## src/rtl/lcrg_map.svh

```systemverilog
/*
  constant map of the lane configuration register group: offsets, field
  positions, reset values, codes and timing figures.
  assumes the includer wants plain `define macros and nothing else.
*/
// Contract
// - idle bit 5 picks manual or automatic idle
// - manual mode: bit 4 mutes or enables output
// - detect code 00 high-z, 11 fixed 50 ohm
// - code 01: probe every 12 ms, 50 tries
// - code 10: probe every 12 ms until found
// - register detect mode beats the detect pin
// - equalizer byte, 256 levels, resets to 0x2f
// - swing bit 7 controls short-circuit protection
// - swing bit 6: 1 gen1/2, 0 gen3 mode
// - swing bits 2:0 pick 0.7 to 1.4 volt
// - read-only status bit shows receiver detected
`ifndef LCRG_MAP_SVH
`define LCRG_MAP_SVH

// ==========================================================
// register offsets
`define LCRG_ADDR_IDLE      8'h40
`define LCRG_ADDR_EQ        8'h41
`define LCRG_ADDR_SWING     8'h42
`define LCRG_ADDR_STATUS    8'h43

// ==========================================================
// reset values
`define LCRG_RST_IDLE       8'h00
`define LCRG_RST_EQ         8'h2f
`define LCRG_RST_SWING      8'had

// ==========================================================
// field positions
`define LCRG_IDLE_MANUAL_BIT 5
`define LCRG_IDLE_MUTE_BIT   4
`define LCRG_DET_MODE_HI     3
`define LCRG_DET_MODE_LO     2
`define LCRG_SHORT_PROT_BIT  7
`define LCRG_GEN12_BIT       6
`define LCRG_SWING_HI        2
`define LCRG_SWING_LO        0
`define LCRG_STATUS_DET_BIT  7

// ==========================================================
// receiver-detect codes
`define LCRG_DET_HIGHZ      2'h0
`define LCRG_DET_LIMITED    2'h1
`define LCRG_DET_ENDLESS    2'h2
`define LCRG_DET_FIXED50    2'h3

// ==========================================================
// timing
`define LCRG_CLK_KHZ         250000
`define LCRG_DET_PERIOD_MS   12
`define LCRG_DET_WINDOW_MS   600
`define LCRG_DET_PERIOD_CYC  (`LCRG_DET_PERIOD_MS * `LCRG_CLK_KHZ)
`define LCRG_DET_ATTEMPTS    (`LCRG_DET_WINDOW_MS / `LCRG_DET_PERIOD_MS)

`endif

```

## src/rtl/lcrg_pkg.sv

```systemverilog
/*
  types shared by the lane configuration register group.
  assumes nothing beyond a SystemVerilog compiler.
*/
package lcrg_pkg;

  // ==========================================================
  // receiver-detect sequencer states
  typedef enum logic [1:0] {
    LCRG_DET_OFF,       // no search running
    LCRG_DET_SEARCH,    // periodic probing
    LCRG_DET_FOUND,     // receiver seen, 50 ohm applied
    LCRG_DET_EXPIRED    // limited search ran out
  } lcrg_det_state_t;

endpackage

```

## src/rtl/lcrg_detect_timer.sv

```systemverilog
/*
  periodic probe timer for receiver detection: one attempt pulse per
  period while run is high, and an attempt count limit.
  assumes run drops for at least one cycle to restart the schedule.
*/
`timescale 1ns/1ns
`include "lcrg_map.svh"

module lcrg_detect_timer #(
  parameter int PERIOD_CYCLES = `LCRG_DET_PERIOD_CYC,  // cycles per probe
  parameter int ATTEMPTS      = `LCRG_DET_ATTEMPTS     // probes in a limited search
) (
  input  wire logic clock,      // core clock
  input  wire logic resetn,     // async reset, active low
  input  wire logic run,        // search in progress
  input  wire logic limited,    // stop after ATTEMPTS probes
  output logic      attempt,    // one-cycle probe pulse
  output logic      exhausted   // limited search used all probes
);

  localparam int CW = $clog2(PERIOD_CYCLES + 1);
  localparam int AW = $clog2(ATTEMPTS + 1);
  localparam logic [CW-1:0] LAST_CYC = CW'(PERIOD_CYCLES - 1);
  localparam logic [AW-1:0] MAX_ATT  = AW'(ATTEMPTS);

  logic [CW-1:0] cyc_reg;       // cycles into the current period
  logic [CW-1:0] cyc_next;
  logic [AW-1:0] att_reg;       // probes issued so far
  logic [AW-1:0] att_next;
  logic          attempt_reg;   // registered probe pulse
  wire           period_end;    // last cycle of a period
  wire           at_limit;      // probe budget spent

  assign at_limit   = limited && (att_reg >= MAX_ATT);
  assign period_end = run && !at_limit && (cyc_reg == LAST_CYC);
  assign cyc_next   = (!run || period_end) ? '0 : cyc_reg + 1'b1;
  assign att_next   = !run ? '0 : (period_end ? att_reg + 1'b1 : att_reg);

  // ==========================================================
  // counters, cleared whenever the search stops
  always_ff @(posedge clock or negedge resetn)
  begin
    if (!resetn)
    begin
      cyc_reg     <= '0;
      att_reg     <= '0;
      attempt_reg <= 1'b0;
    end
    else
    begin
      cyc_reg     <= cyc_next;
      att_reg     <= att_next;
      attempt_reg <= period_end;
    end
  end

  assign attempt   = attempt_reg;
  assign exhausted = run && at_limit;

endmodule // lcrg_detect_timer

```

## src/rtl/lcrg_lane_regs.sv

```systemverilog
/*
  per-lane configuration register group: idle/detect, equalizer and
  swing registers, the receiver-detect status bit, and the lane controls
  derived from them, including the periodic receiver-detect sequencer.
  assumes the slave register port is driven by serial slave logic on the
  same clock: one-cycle write and read strobes with a stable address.
*/
`timescale 1ns/1ns
`include "lcrg_map.svh"

module lcrg_lane_regs #(
  parameter int DETECT_PERIOD_CYCLES = `LCRG_DET_PERIOD_CYC,  // cycles per probe
  parameter int DETECT_ATTEMPTS      = `LCRG_DET_ATTEMPTS     // probes in limited mode
) (
  input  wire logic       clock,           // core clock, 250 MHz
  input  wire logic       resetn,          // async reset, active low
  input  wire logic [7:0] reg_addr,        // register offset
  input  wire logic [7:0] reg_wdata,       // write data
  input  wire logic       reg_wr,          // write strobe, one cycle
  input  wire logic       reg_rd,          // read strobe, one cycle
  output logic      [7:0] reg_rdata,       // read data, registered
  output logic            reg_hit,         // last read hit a mapped offset
  input  wire logic       auto_idle,       // idle detector says input idle
  input  wire logic       rx_sense,        // receiver present, valid with probe
  output logic            detect_attempt,  // one-cycle probe request
  output logic            output_mute,     // lane output in electrical idle
  output logic            term_50ohm,      // input termination 50 ohm, else high-z
  output logic      [7:0] input_equalizer, // equalizer level
  output logic            short_protect_en,// short-circuit protection on
  output logic            gen12_mode,      // 1 gen1/gen2, 0 gen3
  output logic      [2:0] output_swing,    // amplitude code
  output logic            receiver_detect_status // receiver found
);

  // ==========================================================
  // address decode
  wire hit_idle;     // idle/detect register selected
  wire hit_eq;       // equalizer register selected
  wire hit_swing;    // swing register selected
  wire hit_status;   // status register selected
  wire wr_idle;      // write to idle/detect
  wire wr_eq;        // write to equalizer
  wire wr_swing;     // write to swing

  assign hit_idle   = (reg_addr == `LCRG_ADDR_IDLE);
  assign hit_eq     = (reg_addr == `LCRG_ADDR_EQ);
  assign hit_swing  = (reg_addr == `LCRG_ADDR_SWING);
  assign hit_status = (reg_addr == `LCRG_ADDR_STATUS);
  assign wr_idle    = reg_wr && hit_idle;
  assign wr_eq      = reg_wr && hit_eq;
  assign wr_swing   = reg_wr && hit_swing;

  // ==========================================================
  // register storage
  logic [7:0] idle_reg;     // idle and detect controls
  logic [7:0] idle_next;
  logic [7:0] eq_reg;       // equalizer setting
  logic [7:0] eq_next;
  logic [7:0] swing_reg;    // protection, rate mode, amplitude
  logic [7:0] swing_next;

  // whole byte kept, reserved bits included
  assign idle_next  = wr_idle  ? reg_wdata : idle_reg;
  assign eq_next    = wr_eq    ? reg_wdata : eq_reg;
  // reserved 5:3 stored as written; host supplies 101
  assign swing_next = wr_swing ? reg_wdata : swing_reg;

  // register file, loaded by the write strobe
  always_ff @(posedge clock or negedge resetn)
  begin
    if (!resetn)
    begin
      idle_reg  <= `LCRG_RST_IDLE;
      eq_reg    <= `LCRG_RST_EQ;
      swing_reg <= `LCRG_RST_SWING;
    end
    else
    begin
      idle_reg  <= idle_next;
      eq_reg    <= eq_next;
      swing_reg <= swing_next;
    end
  end

  // ==========================================================
  // field extraction
  wire       idle_manual;   // manual idle control selected
  wire       idle_force;    // manual mute request
  wire [1:0] det_mode;      // receiver-detect code
  wire       det_search;    // a probing code is selected
  wire       det_limited;   // probing stops after the window

  assign idle_manual = idle_reg[`LCRG_IDLE_MANUAL_BIT];
  assign idle_force  = idle_reg[`LCRG_IDLE_MUTE_BIT];
  // pin level is never consulted: register code alone decides
  assign det_mode    = idle_reg[`LCRG_DET_MODE_HI:`LCRG_DET_MODE_LO];
  assign det_search  = (det_mode == `LCRG_DET_LIMITED) || (det_mode == `LCRG_DET_ENDLESS);
  assign det_limited = (det_mode == `LCRG_DET_LIMITED);

  // a write to the idle register restarts any search
  wire det_restart;          // idle/detect register rewritten
  assign det_restart = wr_idle;

  // ==========================================================
  // probe timer
  wire timer_run;            // timer counts only while searching
  wire probe;                // probe pulse from the timer
  wire probe_spent;          // limited search exhausted
  lcrg_pkg::lcrg_det_state_t det_state_reg;   // sequencer state
  lcrg_pkg::lcrg_det_state_t det_state_next;
  wire in_search;            // sequencer is probing

  // a rewrite clears the timer, but a probe already issued still counts
  assign in_search = (det_state_reg == lcrg_pkg::LCRG_DET_SEARCH);
  assign timer_run = in_search && !det_restart;

  lcrg_detect_timer #(
    .PERIOD_CYCLES (DETECT_PERIOD_CYCLES),
    .ATTEMPTS      (DETECT_ATTEMPTS)
  ) u_timer (
    .clock     (clock),
    .resetn    (resetn),
    .run       (timer_run),
    .limited   (det_limited),
    .attempt   (probe),
    .exhausted (probe_spent)
  );

  wire found_now;            // probe saw a receiver
  assign found_now = probe && rx_sense && in_search;

  // ==========================================================
  // receiver-detect sequencer
  always_comb
  begin
    det_state_next = det_state_reg;
    case (det_state_reg)
      lcrg_pkg::LCRG_DET_OFF:
      begin
        // a probing code starts a fresh search
        if (det_search)
          det_state_next = lcrg_pkg::LCRG_DET_SEARCH;
      end
      lcrg_pkg::LCRG_DET_SEARCH:
      begin
        // a hit in the same cycle as a rewrite is kept
        if (found_now)
          det_state_next = lcrg_pkg::LCRG_DET_FOUND;
        else if (!det_search)
          det_state_next = lcrg_pkg::LCRG_DET_OFF;
        else if (probe_spent && !det_restart)
          det_state_next = lcrg_pkg::LCRG_DET_EXPIRED;
      end
      lcrg_pkg::LCRG_DET_FOUND:
      begin
        // rewriting the mode starts over
        if (!det_search)
          det_state_next = lcrg_pkg::LCRG_DET_OFF;
        else if (det_restart)
          det_state_next = lcrg_pkg::LCRG_DET_SEARCH;
      end
      lcrg_pkg::LCRG_DET_EXPIRED:
      begin
        // stays silent until the mode is rewritten
        if (!det_search)
          det_state_next = lcrg_pkg::LCRG_DET_OFF;
        else if (det_restart)
          det_state_next = lcrg_pkg::LCRG_DET_SEARCH;
      end
      default:
      begin
        det_state_next = lcrg_pkg::LCRG_DET_OFF;
      end
    endcase
  end

  // sequencer state register
  always_ff @(posedge clock or negedge resetn)
  begin
    if (!resetn)
      det_state_reg <= lcrg_pkg::LCRG_DET_OFF;
    else
      det_state_reg <= det_state_next;
  end

  // ==========================================================
  // lane controls
  wire mute_next;            // next output idle state
  wire term_next;            // next termination choice
  wire det_found;            // sequencer holds a detection

  // manual bit 4 or the idle detector, never the idle pin
  assign mute_next = idle_manual ? idle_force : auto_idle;
  assign det_found = (det_state_reg == lcrg_pkg::LCRG_DET_FOUND);
  // fixed 50 ohm code 11, or 50 ohm once a search has found the receiver
  assign term_next = (det_mode == `LCRG_DET_FIXED50) ||
                     (det_search && det_found);

  logic mute_reg;            // registered mute
  logic term_reg;            // registered termination

  // output flops for the mute and termination controls
  always_ff @(posedge clock or negedge resetn)
  begin
    if (!resetn)
    begin
      mute_reg <= 1'b0;
      term_reg <= 1'b0;
    end
    else
    begin
      mute_reg <= mute_next;
      term_reg <= term_next;
    end
  end

  assign output_mute      = mute_reg;
  assign term_50ohm       = term_reg;
  assign detect_attempt   = probe && in_search;
  assign input_equalizer  = eq_reg;
  assign short_protect_en = swing_reg[`LCRG_SHORT_PROT_BIT];
  assign gen12_mode       = swing_reg[`LCRG_GEN12_BIT];
  assign output_swing     = swing_reg[`LCRG_SWING_HI:`LCRG_SWING_LO];
  assign receiver_detect_status = det_found;

  // ==========================================================
  // read path
  logic [7:0] rd_mux;        // selected read value
  logic       rd_hit;        // offset is mapped

  // address select, unmapped offsets read zero
  always_comb
  begin
    rd_mux = 8'h00;
    rd_hit = 1'b1;
    if (hit_idle)
      rd_mux = idle_reg;
    else if (hit_eq)
      rd_mux = eq_reg;
    else if (hit_swing)
      rd_mux = swing_reg;
    else if (hit_status)
      rd_mux[`LCRG_STATUS_DET_BIT] = det_found;
    else
      rd_hit = 1'b0;
  end

  logic [7:0] rdata_reg;     // held read data
  logic       hit_reg;       // held hit flag

  // read data captured on the read strobe and held
  always_ff @(posedge clock or negedge resetn)
  begin
    if (!resetn)
    begin
      rdata_reg <= 8'h00;
      hit_reg   <= 1'b0;
    end
    else if (reg_rd)
    begin
      rdata_reg <= rd_mux;
      hit_reg   <= rd_hit;
    end
  end

  assign reg_rdata = rdata_reg;
  assign reg_hit   = hit_reg;

endmodule // lcrg_lane_regs

```

## config.mk

```make
export PLATFORM = sky130hd
export DESIGN_NAME = lcrg_lane_regs
export DESIGN_NICKNAME = d
export VERILOG_FILES = /design/src/rtl/lcrg_pkg.sv /design/src/rtl/lcrg_detect_timer.sv /design/src/rtl/lcrg_lane_regs.sv
export VERILOG_INCLUDE_DIRS = /design/src /design/src/rtl
export SDC_FILE = /design/constraint.sdc
export NUM_CORES = 1
export LEC_CHECK = 0
export BUFFER_PORTS_ARGS = -buffer_cell sky130_fd_sc_hd__buf_2
export CORE_MARGIN = 2
export CORE_UTILIZATION = 51
export DETAILED_ROUTE_END_ITERATION = 12
export PLACE_DENSITY = 0.76
export SYNTH_ARGS = -nofsm -noshare
export SYNTH_HDL_FRONTEND = slang
export SYNTH_SLANG_ARGS = --single-unit
export TNS_END_PERCENT = 1
```

## constraint.sdc

```tcl
create_clock -name clock -period 1.97 [get_ports clock]
set_clock_uncertainty 0.05 [all_clocks]
set_input_delay 0.197 -clock clock [delete_from_list [all_inputs] [get_ports clock]]
set_output_delay 0.197 -clock clock [all_outputs]
set_load 0.02 [all_outputs]
```

Word-level counts from Yosys, hierarchy flattened
Index checks and enable logic that the tools add are counted.
{ "word_totals": {"reg_bits": 66, "inputBits": 22, "out_inout_bits": 26, "word_cells": 71} }
{ "op_classes": {"addsub": 2, "order_cmp": 1, "n_eq_ne": 15, "mux": 20, "n_reduce_logical": 22} }
{ "ops": {"columns": ["cell", "count"], "rows": [
  ["8-bit by 7-bit equality test with 1-bit output, second input constant", 4],
  ["22-bit by 1-bit adder with 22-bit output, second input constant", 1],
  ["22-bit equality test, second input constant", 1],
  ["22-bit 2-to-1 mux", 1],
  ["8-bit 2-to-1 mux", 2],
  ["1-bit logical AND", 13],
  ["2-bit 2-to-1 mux", 6],
  ["6-bit 2-to-1 mux", 2],
  ["2-bit equality test, second input constant", 4],
  ["1-bit 2-to-1 mux", 7],
  ["7-bit 2-to-1 mux", 1],
  ["6-bit by 1-bit adder with 6-bit output, second input constant", 1],
  ["6-bit >= comparator, second input constant", 1],
  ["2-bit case mux with 3 select lines", 1],
  ["2-bit by 1-bit equality test with 1-bit output, second input constant", 2],
  ["2-bit inequality test, second input constant", 2],
  ["4-bit by 2-bit inequality test with 1-bit output, second input constant", 1],
  ["1-bit logical NOT", 3],
  ["1-bit logical OR", 3],
  ["3-bit by 2-bit inequality test with 1-bit output, second input constant", 1],
  ["3-bit AND reduction", 1],
  ["2-bit logical NOT", 1],
  ["2-bit OR reduction", 1]
]} }

Longest topological paths before layout
Gate-level depths: netlist (run 1).
{ "depth": {"depth_word": 10, "depth_mapped": 9, "ltp_nobuf": 7} }

Cells and area by module
From an unflattened synthesis (run 1), not the netlist that was laid out.
{ "unflattened": {"hier_cells": 287, "hier_area_um2": 3233.1} }
{ "modules_own_cells": {"columns": ["module", "n_inst", "cells_each", "area_per_inst_um2", "seq_area_each_um2"], "rows": [
  ["lcrg_lane_regs", 1, 128, 1735.4, 938.4],
  ["lcrg_detect_timer", 1, 159, 1497.7, 725.7]
]} }

Worst setup path before layout (run 1)
Ideal clock, no wire load.
{ "synth_path": {"path_type": "register to register", "from": "register u_timer.cyc_reg[6]", "to": "register u_timer.att_reg[5]", "setup_time_ns": 0.073, "t_arrival_ns": 1.961, "required_ns": 1.847, "setup_slack_ns": -0.114, "path_stages_with_launch": 7, "path_buffers": 1, "synth_period_minus_slack_ns": 2.084, "path_cell_list": "dfrtp_1 nor4_2 nand4_1 or4_4 buf_6 or3_1 a21oi_2"} }
{ "synth_via": {"elab_chain_len": 3} }
{ "synth_lines": {"columns": ["element", "line_no", "source"], "rows": [
  ["from (decl)", "lcrg_detect_timer.sv:26", "logic [CW-1:0] cyc_reg;"],
  ["from (signal assigned)", "lcrg_detect_timer.sv:51", "cyc_reg <= cyc_next;"],
  ["22-bit equality test", "lcrg_detect_timer.sv:35", "assign period_end = run && !at_limit && (cyc_reg == LAST_CYC);"],
  ["1-bit logical AND", "lcrg_detect_timer.sv:35", null],
  ["2-bit inequality test (no source line)", null, null],
  ["to (signal assigned)", "lcrg_detect_timer.sv:52", "att_reg <= att_next;"],
  ["to (decl)", "lcrg_detect_timer.sv:28", "logic [AW-1:0] att_reg;"]
]} }
No other way between the ends.
A chain may end at the register's enable or synchronous reset.

Worst setup path after layout (run 1)
{ "layout_path": {"from": "register u_timer.att_reg[1]", "to": "register u_timer.att_reg[3]"} }
{ "layout_via": {"elab_chain_len": 6, "elab_cells_between_ends": 9, "classes_between": "add/sub (1); order compare (1); eq/ne (1); mux (2); reduce/logical (4)"} }
{ "layout_lines": {"columns": ["element", "line_no", "source"], "rows": [
  ["6-bit >= comparator", "lcrg_detect_timer.sv:34", "assign at_limit = limited && (att_reg >= MAX_ATT);"],
  ["1-bit logical AND", "lcrg_detect_timer.sv:34", null],
  ["1-bit logical NOT", "lcrg_detect_timer.sv:35", null],
  ["1-bit logical AND (2 in a row)", "lcrg_detect_timer.sv:35", null],
  ["2-bit inequality test (no source line)", null, null]
]} }
Parallel ways exist; a longest one is shown, timed or not. The select of a mux whose other input is x is not followed.

==> out/qor.csv, run 1 <==
metric,value,unit
vdd_ir_drop_max,428,uV
syn_area_per_cell,11.0,sq um
ys_ff_latch,66,
final_nets,391,
insertedDiodeCount,0,
cts_tree,yes,
first_iter_violations,100,
hold_slack,0.0288,ns
r2r_end,u_timer.att_reg[3],
cts_buffers,9,
timing.fmax,0.496,GHz
htree_levels,3,
required,2.20,ns
worstSetupPathType,reg -> reg,
insertion_delay,0.34,ns
syn_to_final_growth,25.6,%
outcome,"finished, violations left",
powerDensity,690,mW/mm^2
rrSetupSlack,-0.05,ns
finalHoldViolCount,0,
maxSlewViolCount,0,
slew_headroom,61.2,%
vias,2420,
period_minus_slack,2.02,ns
drc,0,
grt_first_pass_wirelength,10800,microns
rows,28,
setup.worst_path.end_class,flip-flop,
min_path_type,in -> reg,
setup_viol,4,
fin_cells,444,
dpl.cell_count,425,
maxCapViolations,0,
antenna_found_initial,0,
drt_wl_total,6770,microns
drive_above_1_share,40.7,%
die_w,82.1,microns
gp_congestion,0.774,
worstSetupStartpoint,u_timer.att_reg[1],
ys_seq_area_share,53.4,%
grt_max_degree,67,
reg2reg_from,u_timer.att_reg[1],
violations,negative setup slack,
die_height,82.1,microns
r2r_cells,6,
first_pass_iters,4,
routedWlPerCell,15.2,microns
syn_area,0.00311,sq mm
endpoint,u_timer.att_reg[3],
synth.top_cell.area_share,45.0,%
synth.area.top_cells,"dfrtp_1 45%, mux2_2 9.0%, dfstp_2 8.4%, nor2_1 4.2%, xor2_1 3.7%",
synth_area_leader_cell,dfrtp_1,
via_per_inst,5.45,
ys_types,42,
port_buffers,47,
gr-total-overflow,0,
clk_path_buf_depth,2,
syn_nets,310,
io_pins,48,
root_buffer,clkbuf_8,
floorplan.initialDensity,52.6,%
die_area,0.00675,sq mm
cts.sinks,66,
clk_pin_slew,0.07,ns
synth_cells,283,
fin_ws,-0.0463,ns
largest_reg_flops,22,
worst_ep_arrival_time,2.24,ns
rsz0062_at_grt,true,
p_leak,1.85,nW
cp-start-kind,flip-flop,
grt_usage,21.4,%
drtAntennaViolNets,0,
grt_pass1_vias,2379,
fin_setup_tns,-0.131,ns
dpl.hpwl,4650,microns
critical_path_peak_fanout,5,
post-route-period-util,102,%
core,0.00592,sq mm
tightest_slew,0.581,ns
yosys_warnings,0,
whs_path_depth,2,
worst max-delay path, stage by stage (launching register included):
cell     delay (ns)
dfrtp_1        0.42
buf_6          0.14
nor4_4         0.21
nor2_2         0.09
or4_4          0.58
or3_1          0.34
a21oi_2        0.12
cell usage in the layout (no fill, tap or decap), types with 4 or more instances in the layout:
| cell type | synthesis | routed |
|---|---|---|
| clkbuf_8 | 0 | 9 |
| buf_2 | 2 | 47 |
| nor2_1 | 35 | 34 |
| o22ai_1 | 8 | 8 |
| nand3_1 | 17 | 17 |
| buf_4 | 3 | 29 |
| a21oi_1 | 13 | 12 |
| nand2_1 | 11 | 11 |
| mux2i_1 | 7 | 7 |
| dfrtp_1 | 56 | 56 |
| xnor2_1 | 5 | 4 |
| mux2_2 | 25 | 25 |
| xor2_1 | 13 | 13 |
| ha_1 | 5 | 4 |
| dfstp_2 | 10 | 10 |
| inv_1 | 15 | 14 |
| nand4_1 | 8 | 8 |
metal layers:
metal	GRT usage, %	share of wire [%]	vias to the layer above
li1	-	-	1154
met1	28.4	47	1207
met2	33.4	48	45
met3	4.35	3.6	14
met4	11.0	2.2	0
met5	0	0	-
timing repair:
item | CTS | global route
hold buffers | 1 | 0
pin swaps | 0 | 3
buffers inserted | 0 | 1
hold endpoints to repair | 56 | 0
endpoints found under the setup margin | 18 | 21
cloned | 0 | 1
gates resized for setup | 3 | 13
where the power goes:
group	internal, W	switching, W	total, W	leakage, nW
Combinational	0.0000842	0.000119	0.000203	0.875
Clock	0.000580	0.000505	0.00108	0.0941
Sequential	0.00139	0.0000192	0.00141	0.880
Total	0.00206	0.000643	0.00270	1.85
layout make-up:
cell class | count | area, sq um
clock buffer | 12 | 135
clock inverter | 4 | 45.0
fill | 467 | 2010
inverter | 15 | 56.3
multi-input combinational | 192 | 1400
sequential | 66 | 1660
tap | 75 | 93.8
timing repair buffer | 80 | 514
cells in the mapped netlist, drive strengths merged:
cell and count:
mux4 1, clkbuf 5, nor2b 3, o22ai 8, and4b 1, buf 6
and4 1, nand3 18, a31oi 1, a21oi 15, mux2i 7, o21ai 5
nand4b 1, o21bai 1, nand3b 1, ha 5, nand2 11, nor4 3
and3 6, mux2 25, or4b 1, or3 5, xor2 13, dfstp 10
a21o 1, nor2 35, nand4 8, xnor2 5, inv 15, dfrtp 56
and2 3, or4 1, a211oi 2, nor3 4
kinds of logic (layout without fill, tap and decap cells):
kind of cell | Yosys count | in the layout | share of synthesized area (%)
buffers and inverters | 26 | 111 | 3.82
AO/OA/AOI/OAI | 33 | 33 | 6.23
AND/OR/NAND/NOR | 102 | 103 | 17.4
flip-flops | 66 | 66 | 53.4
multiplexers | 33 | 33 | 12.0
XOR/XNOR | 18 | 18 | 5.06
adder cells (fa/ha/maj) | 5 | 5 | 2.01
per-stage QoR:
step	instance area, sq um	setup WS (ns)	util (%)	power (W)
4_1_cts	3850	-0.0448	65.0	0.00272
6_report	3910	-0.0463	66.0	0.00270
5_1_grt	3910	-0.109	66.0	0.00281
2_1_floorplan	3120	-0.0584	-	0.00154
3_3_place_gp	3640	-0.0120	61.5	0.00164
3_5_place_dp	3640	-0.0609	61.5	0.00164
how the worst min path moves through the flow:
stage	start	end	slack, ns
2_1_floorplan	resetn	det_state_reg[0]	-0.15
3_3_place_gp	resetn	u_timer.cyc_reg[14]	0.19
3_5_place_dp	resetn	u_timer.cyc_reg[16]	0.19
4_1_cts	auto_idle	output_mute	0.02
5_1_grt	auto_idle	output_mute	0.02
6_report	auto_idle	output_mute	0.03
Note: power is estimated with default switching activity, not from simulation.
==> run 2: changes to the inputs <==
--- a/config.mk
+++ b/config.mk
@@ -6,11 +6,12 @@
 export SDC_FILE = /design/constraint.sdc
 export NUM_CORES = 1
 export LEC_CHECK = 0
+export ABC_AREA = 1
 export BUFFER_PORTS_ARGS = -buffer_cell sky130_fd_sc_hd__buf_2
 export CORE_MARGIN = 2
 export CORE_UTILIZATION = 51
 export DETAILED_ROUTE_END_ITERATION = 12
-export PLACE_DENSITY = 0.76
+export PLACE_DENSITY = 0.75
 export SYNTH_ARGS = -nofsm -noshare
 export SYNTH_HDL_FRONTEND = slang
 export SYNTH_SLANG_ARGS = --single-unit
==> run 2 against run 1 <==
  * The run now ends clean
  * Clock power rose by 28%
  * Final cell count rose by 30%
  * Flip-flop and latch count did not move
  * Largest cell class unchanged
  * Worst hold slack got worse by 0.010 ns
==> out/qor.csv, run 2 <==
metric,value,unit
first_pass_iters,4,
largest_reg_flops,22,
syn_to_final_growth,16.2,%
via_per_inst,5.07,
insertion_delay,0.34,ns
switching_share,28.2,%
vdd_ir_drop_max,376,uV
yosysMostFrequentCell,nand2_1,
synth-edff-count,0,
worstSetupPathType,reg -> reg,
period_minus_slack,1.74,ns
combinationalPowerShare,14.9,%
synth_cells,439,
cts_tree,yes,
cpPeakStageDelay,0.41,ns
switching_power,0.000964,W
drtAntennaViolNets,0,
final_nets,520,
setup_viol,0,
routedWlPerCell,13.2,microns
fin_setup_tns,0,ns
antenna_found_initial,0,
gp_congestion,0.906,
crit_slowest_cell,dfrtp_1,
finalHoldViolCount,0,
reg2reg_from,u_timer.cyc_reg[0],
gr-total-overflow,0,
crit_chain,ha_1 > nand2_2 > nor2_4 > inv_2 > nor2_4 > nand4_4 > nand2_8 > nand2_1 > nand2_1,
die_area,0.00751,sq mm
slew_headroom,66.8,%
synth_top_family_by_area,simple AND/OR/NAND/NOR gates,
synth_area_leader_cell,dfrtp_1,
synth.top_cell.area_share,40.2,%
min_path_type,in -> reg,
grt_max_degree,67,
vias,2930,
synthArstFlopShare,100,%
post-route-period-util,88.1,%
rrSetupSlack,0.23,ns
final_cell_mix,"115 x nand2_1, 64 x nor2_1, 56 x dfrtp_1",
rsz0062_at_grt,false,
htree_levels,3,
powerDensity,843,mW/mm^2
muxShareOfSynthArea,0,%
die_w,86.7,microns
power.total,0.00341,W
ys_types,31,
grt_first_pass_wirelength,12900,microns
first_iter_violations,173,
maxCapViolations,0,
synth_flop_cell,dfrtp_1,
grt_usage,21.6,%
required,2.20,ns
maxSlewViolCount,0,
r2r_end,u_timer.att_reg[5],
critical_path_peak_fanout,27,
endpoint,u_timer.att_reg[5],
clkPwrFrac,40.4,%
p_leak,1.98,nW
ys_seq_area_share,47.7,%
io_pins,48,
drive_above_1_share,19.7,%
syn_area_per_cell,7.94,sq um
synth_compound_area_share,7.75,%
synthTopCellsByCount,"115 x nand2_1, 64 x nor2_1, 56 x dfrtp_1",
grt_pass1_vias,2907,
clk_pin_slew,0.07,ns
worst_ep_arrival_time,1.97,ns
syn_area,0.00349,sq mm
ys_ff_latch,66,
insertedDiodeCount,0,
rows,30,
port_buffers,47,
synth_fa_ha_area_share,1.79,%
final_common_cell,nand2_1,
worstSetupStartpoint,u_timer.cyc_reg[0],
r2r_cells,9,
outcome,"finished, final reports clean",
dpl.hpwl,5400,microns
die_height,86.7,microns
cp-start-kind,flip-flop,
floorplan.initialDensity,51.9,%
tightest_slew,0.497,ns
synth-xor-area-share,4.27,%
root_buffer,clkbuf_8,
cts_buffers,9,
cts.sinks,66,
core,0.00672,sq mm
drt_wl_total,7630,microns
power_frac_seq,44.8,%
synth_simple_gate_area_share,30.4,%
clk_path_buf_depth,2,
syn_nets,466,
timing.fmax,0.576,GHz
synth.area.top_cells,"dfrtp_1 40%, nand2_1 12%, dfstp_2 7.5%, nor2_1 6.9%, inv_1 5.3%",
drc,0,
yosys_warnings,0,
setup.worst_path.end_class,flip-flop,
power.internal,0.00245,W
[run 2: changes by cell type after synthesis, moves of 5 or more]
cell     delta
mux2_2     -25
inv_1      +34
nor2_2      +5
nor3_1      +6
nand2_2     +5
o21ai_0    +30
nor2_1     +29
o22ai_1     -8
mux2i_1     -7
nand3_1     +7
nand2_1   +104
[run 2: worst min-delay path by stage]
stage / from / to / cells past startpoint
2_1_floorplan: resetn / det_state_reg[0] / 0
3_3_place_gp: resetn / u_timer.cyc_reg[11] / 2
3_5_place_dp: resetn / u_timer.cyc_reg[11] / 2
4_1_cts: reg_wdata[0] / swing_reg[0] / 3
5_1_grt: reg_wdata[0] / swing_reg[0] / 3
6_report: reg_wdata[0] / swing_reg[0] / 3
[run 2: power groups by stage]
stage               clock network [W]  logic, W  registers [W]
CTS                           0.00141  0.000502        0.00153
finish                        0.00138  0.000507        0.00153
detailed placement                  0  0.000498        0.00155
global placement                    0  0.000485        0.00155
global route                  0.00147  0.000580        0.00154
floorplan                           0  0.000354        0.00157
[run 2: kinds of logic after synthesis]
kind of cell / count (synthesis)
compound gates: 51
xor+xnor: 17
fa+ha+maj: 5
buf+inv: 62
flops: 66
simple gates: 238
[run 2: repair_timing]
| action | 4_1_cts | 5_1_grt |
|---|---|---|
| hold buffers | 2 | 0 |
| buffers inserted | 0 | 0 |
| setup endpoints to repair | 0 | 10 |
| gates resized for setup | 0 | 1 |
| endpoints found under the hold margin | 57 | 0 |
[run 2: metrics by stage]
stage	cells	hold WS (ns)	utilization, %	area (sq um)	setup slack (ns)
floorplan	439	-0.149	-	3490	0.314
global placement	560	0.190	56.3	3780	0.255
detailed placement	560	0.188	56.3	3780	0.182
CTS	578	0.00839	60.1	4040	0.148
global route	578	0.0233	60.3	4050	0.0661
finish	578	0.0186	60.3	4050	0.235
[run 2: critical path: cells and delay by family (launching register included)]
kind | cells | cell delay [ns]
and+or+nand+nor | 7 | 0.91
DFF | 1 | 0.41
adders and majority gates | 1 | 0.24
buffers and inverters | 1 | 0.06
[run 2: per-layer routing]
layer	GRT usage (%)	wire, microns
met5	0	0
met4	6.53	59
met3	4.67	364
met2	35.2	3640
met1	29.0	3570
[run 2: cell type report]
| cell class | count | area [sq um] |
|---|---|---|
| Clock buffer | 9 | 124 |
| Inverter | 52 | 198 |
| Fill cell | 608 | 2670 |
| Timing Repair Buffer | 53 | 298 |
| Sequential cell | 66 | 1660 |
| Tap cell | 80 | 100 |
| Multi-Input combinational cell | 311 | 1550 |
| Clock inverter | 7 | 118 |
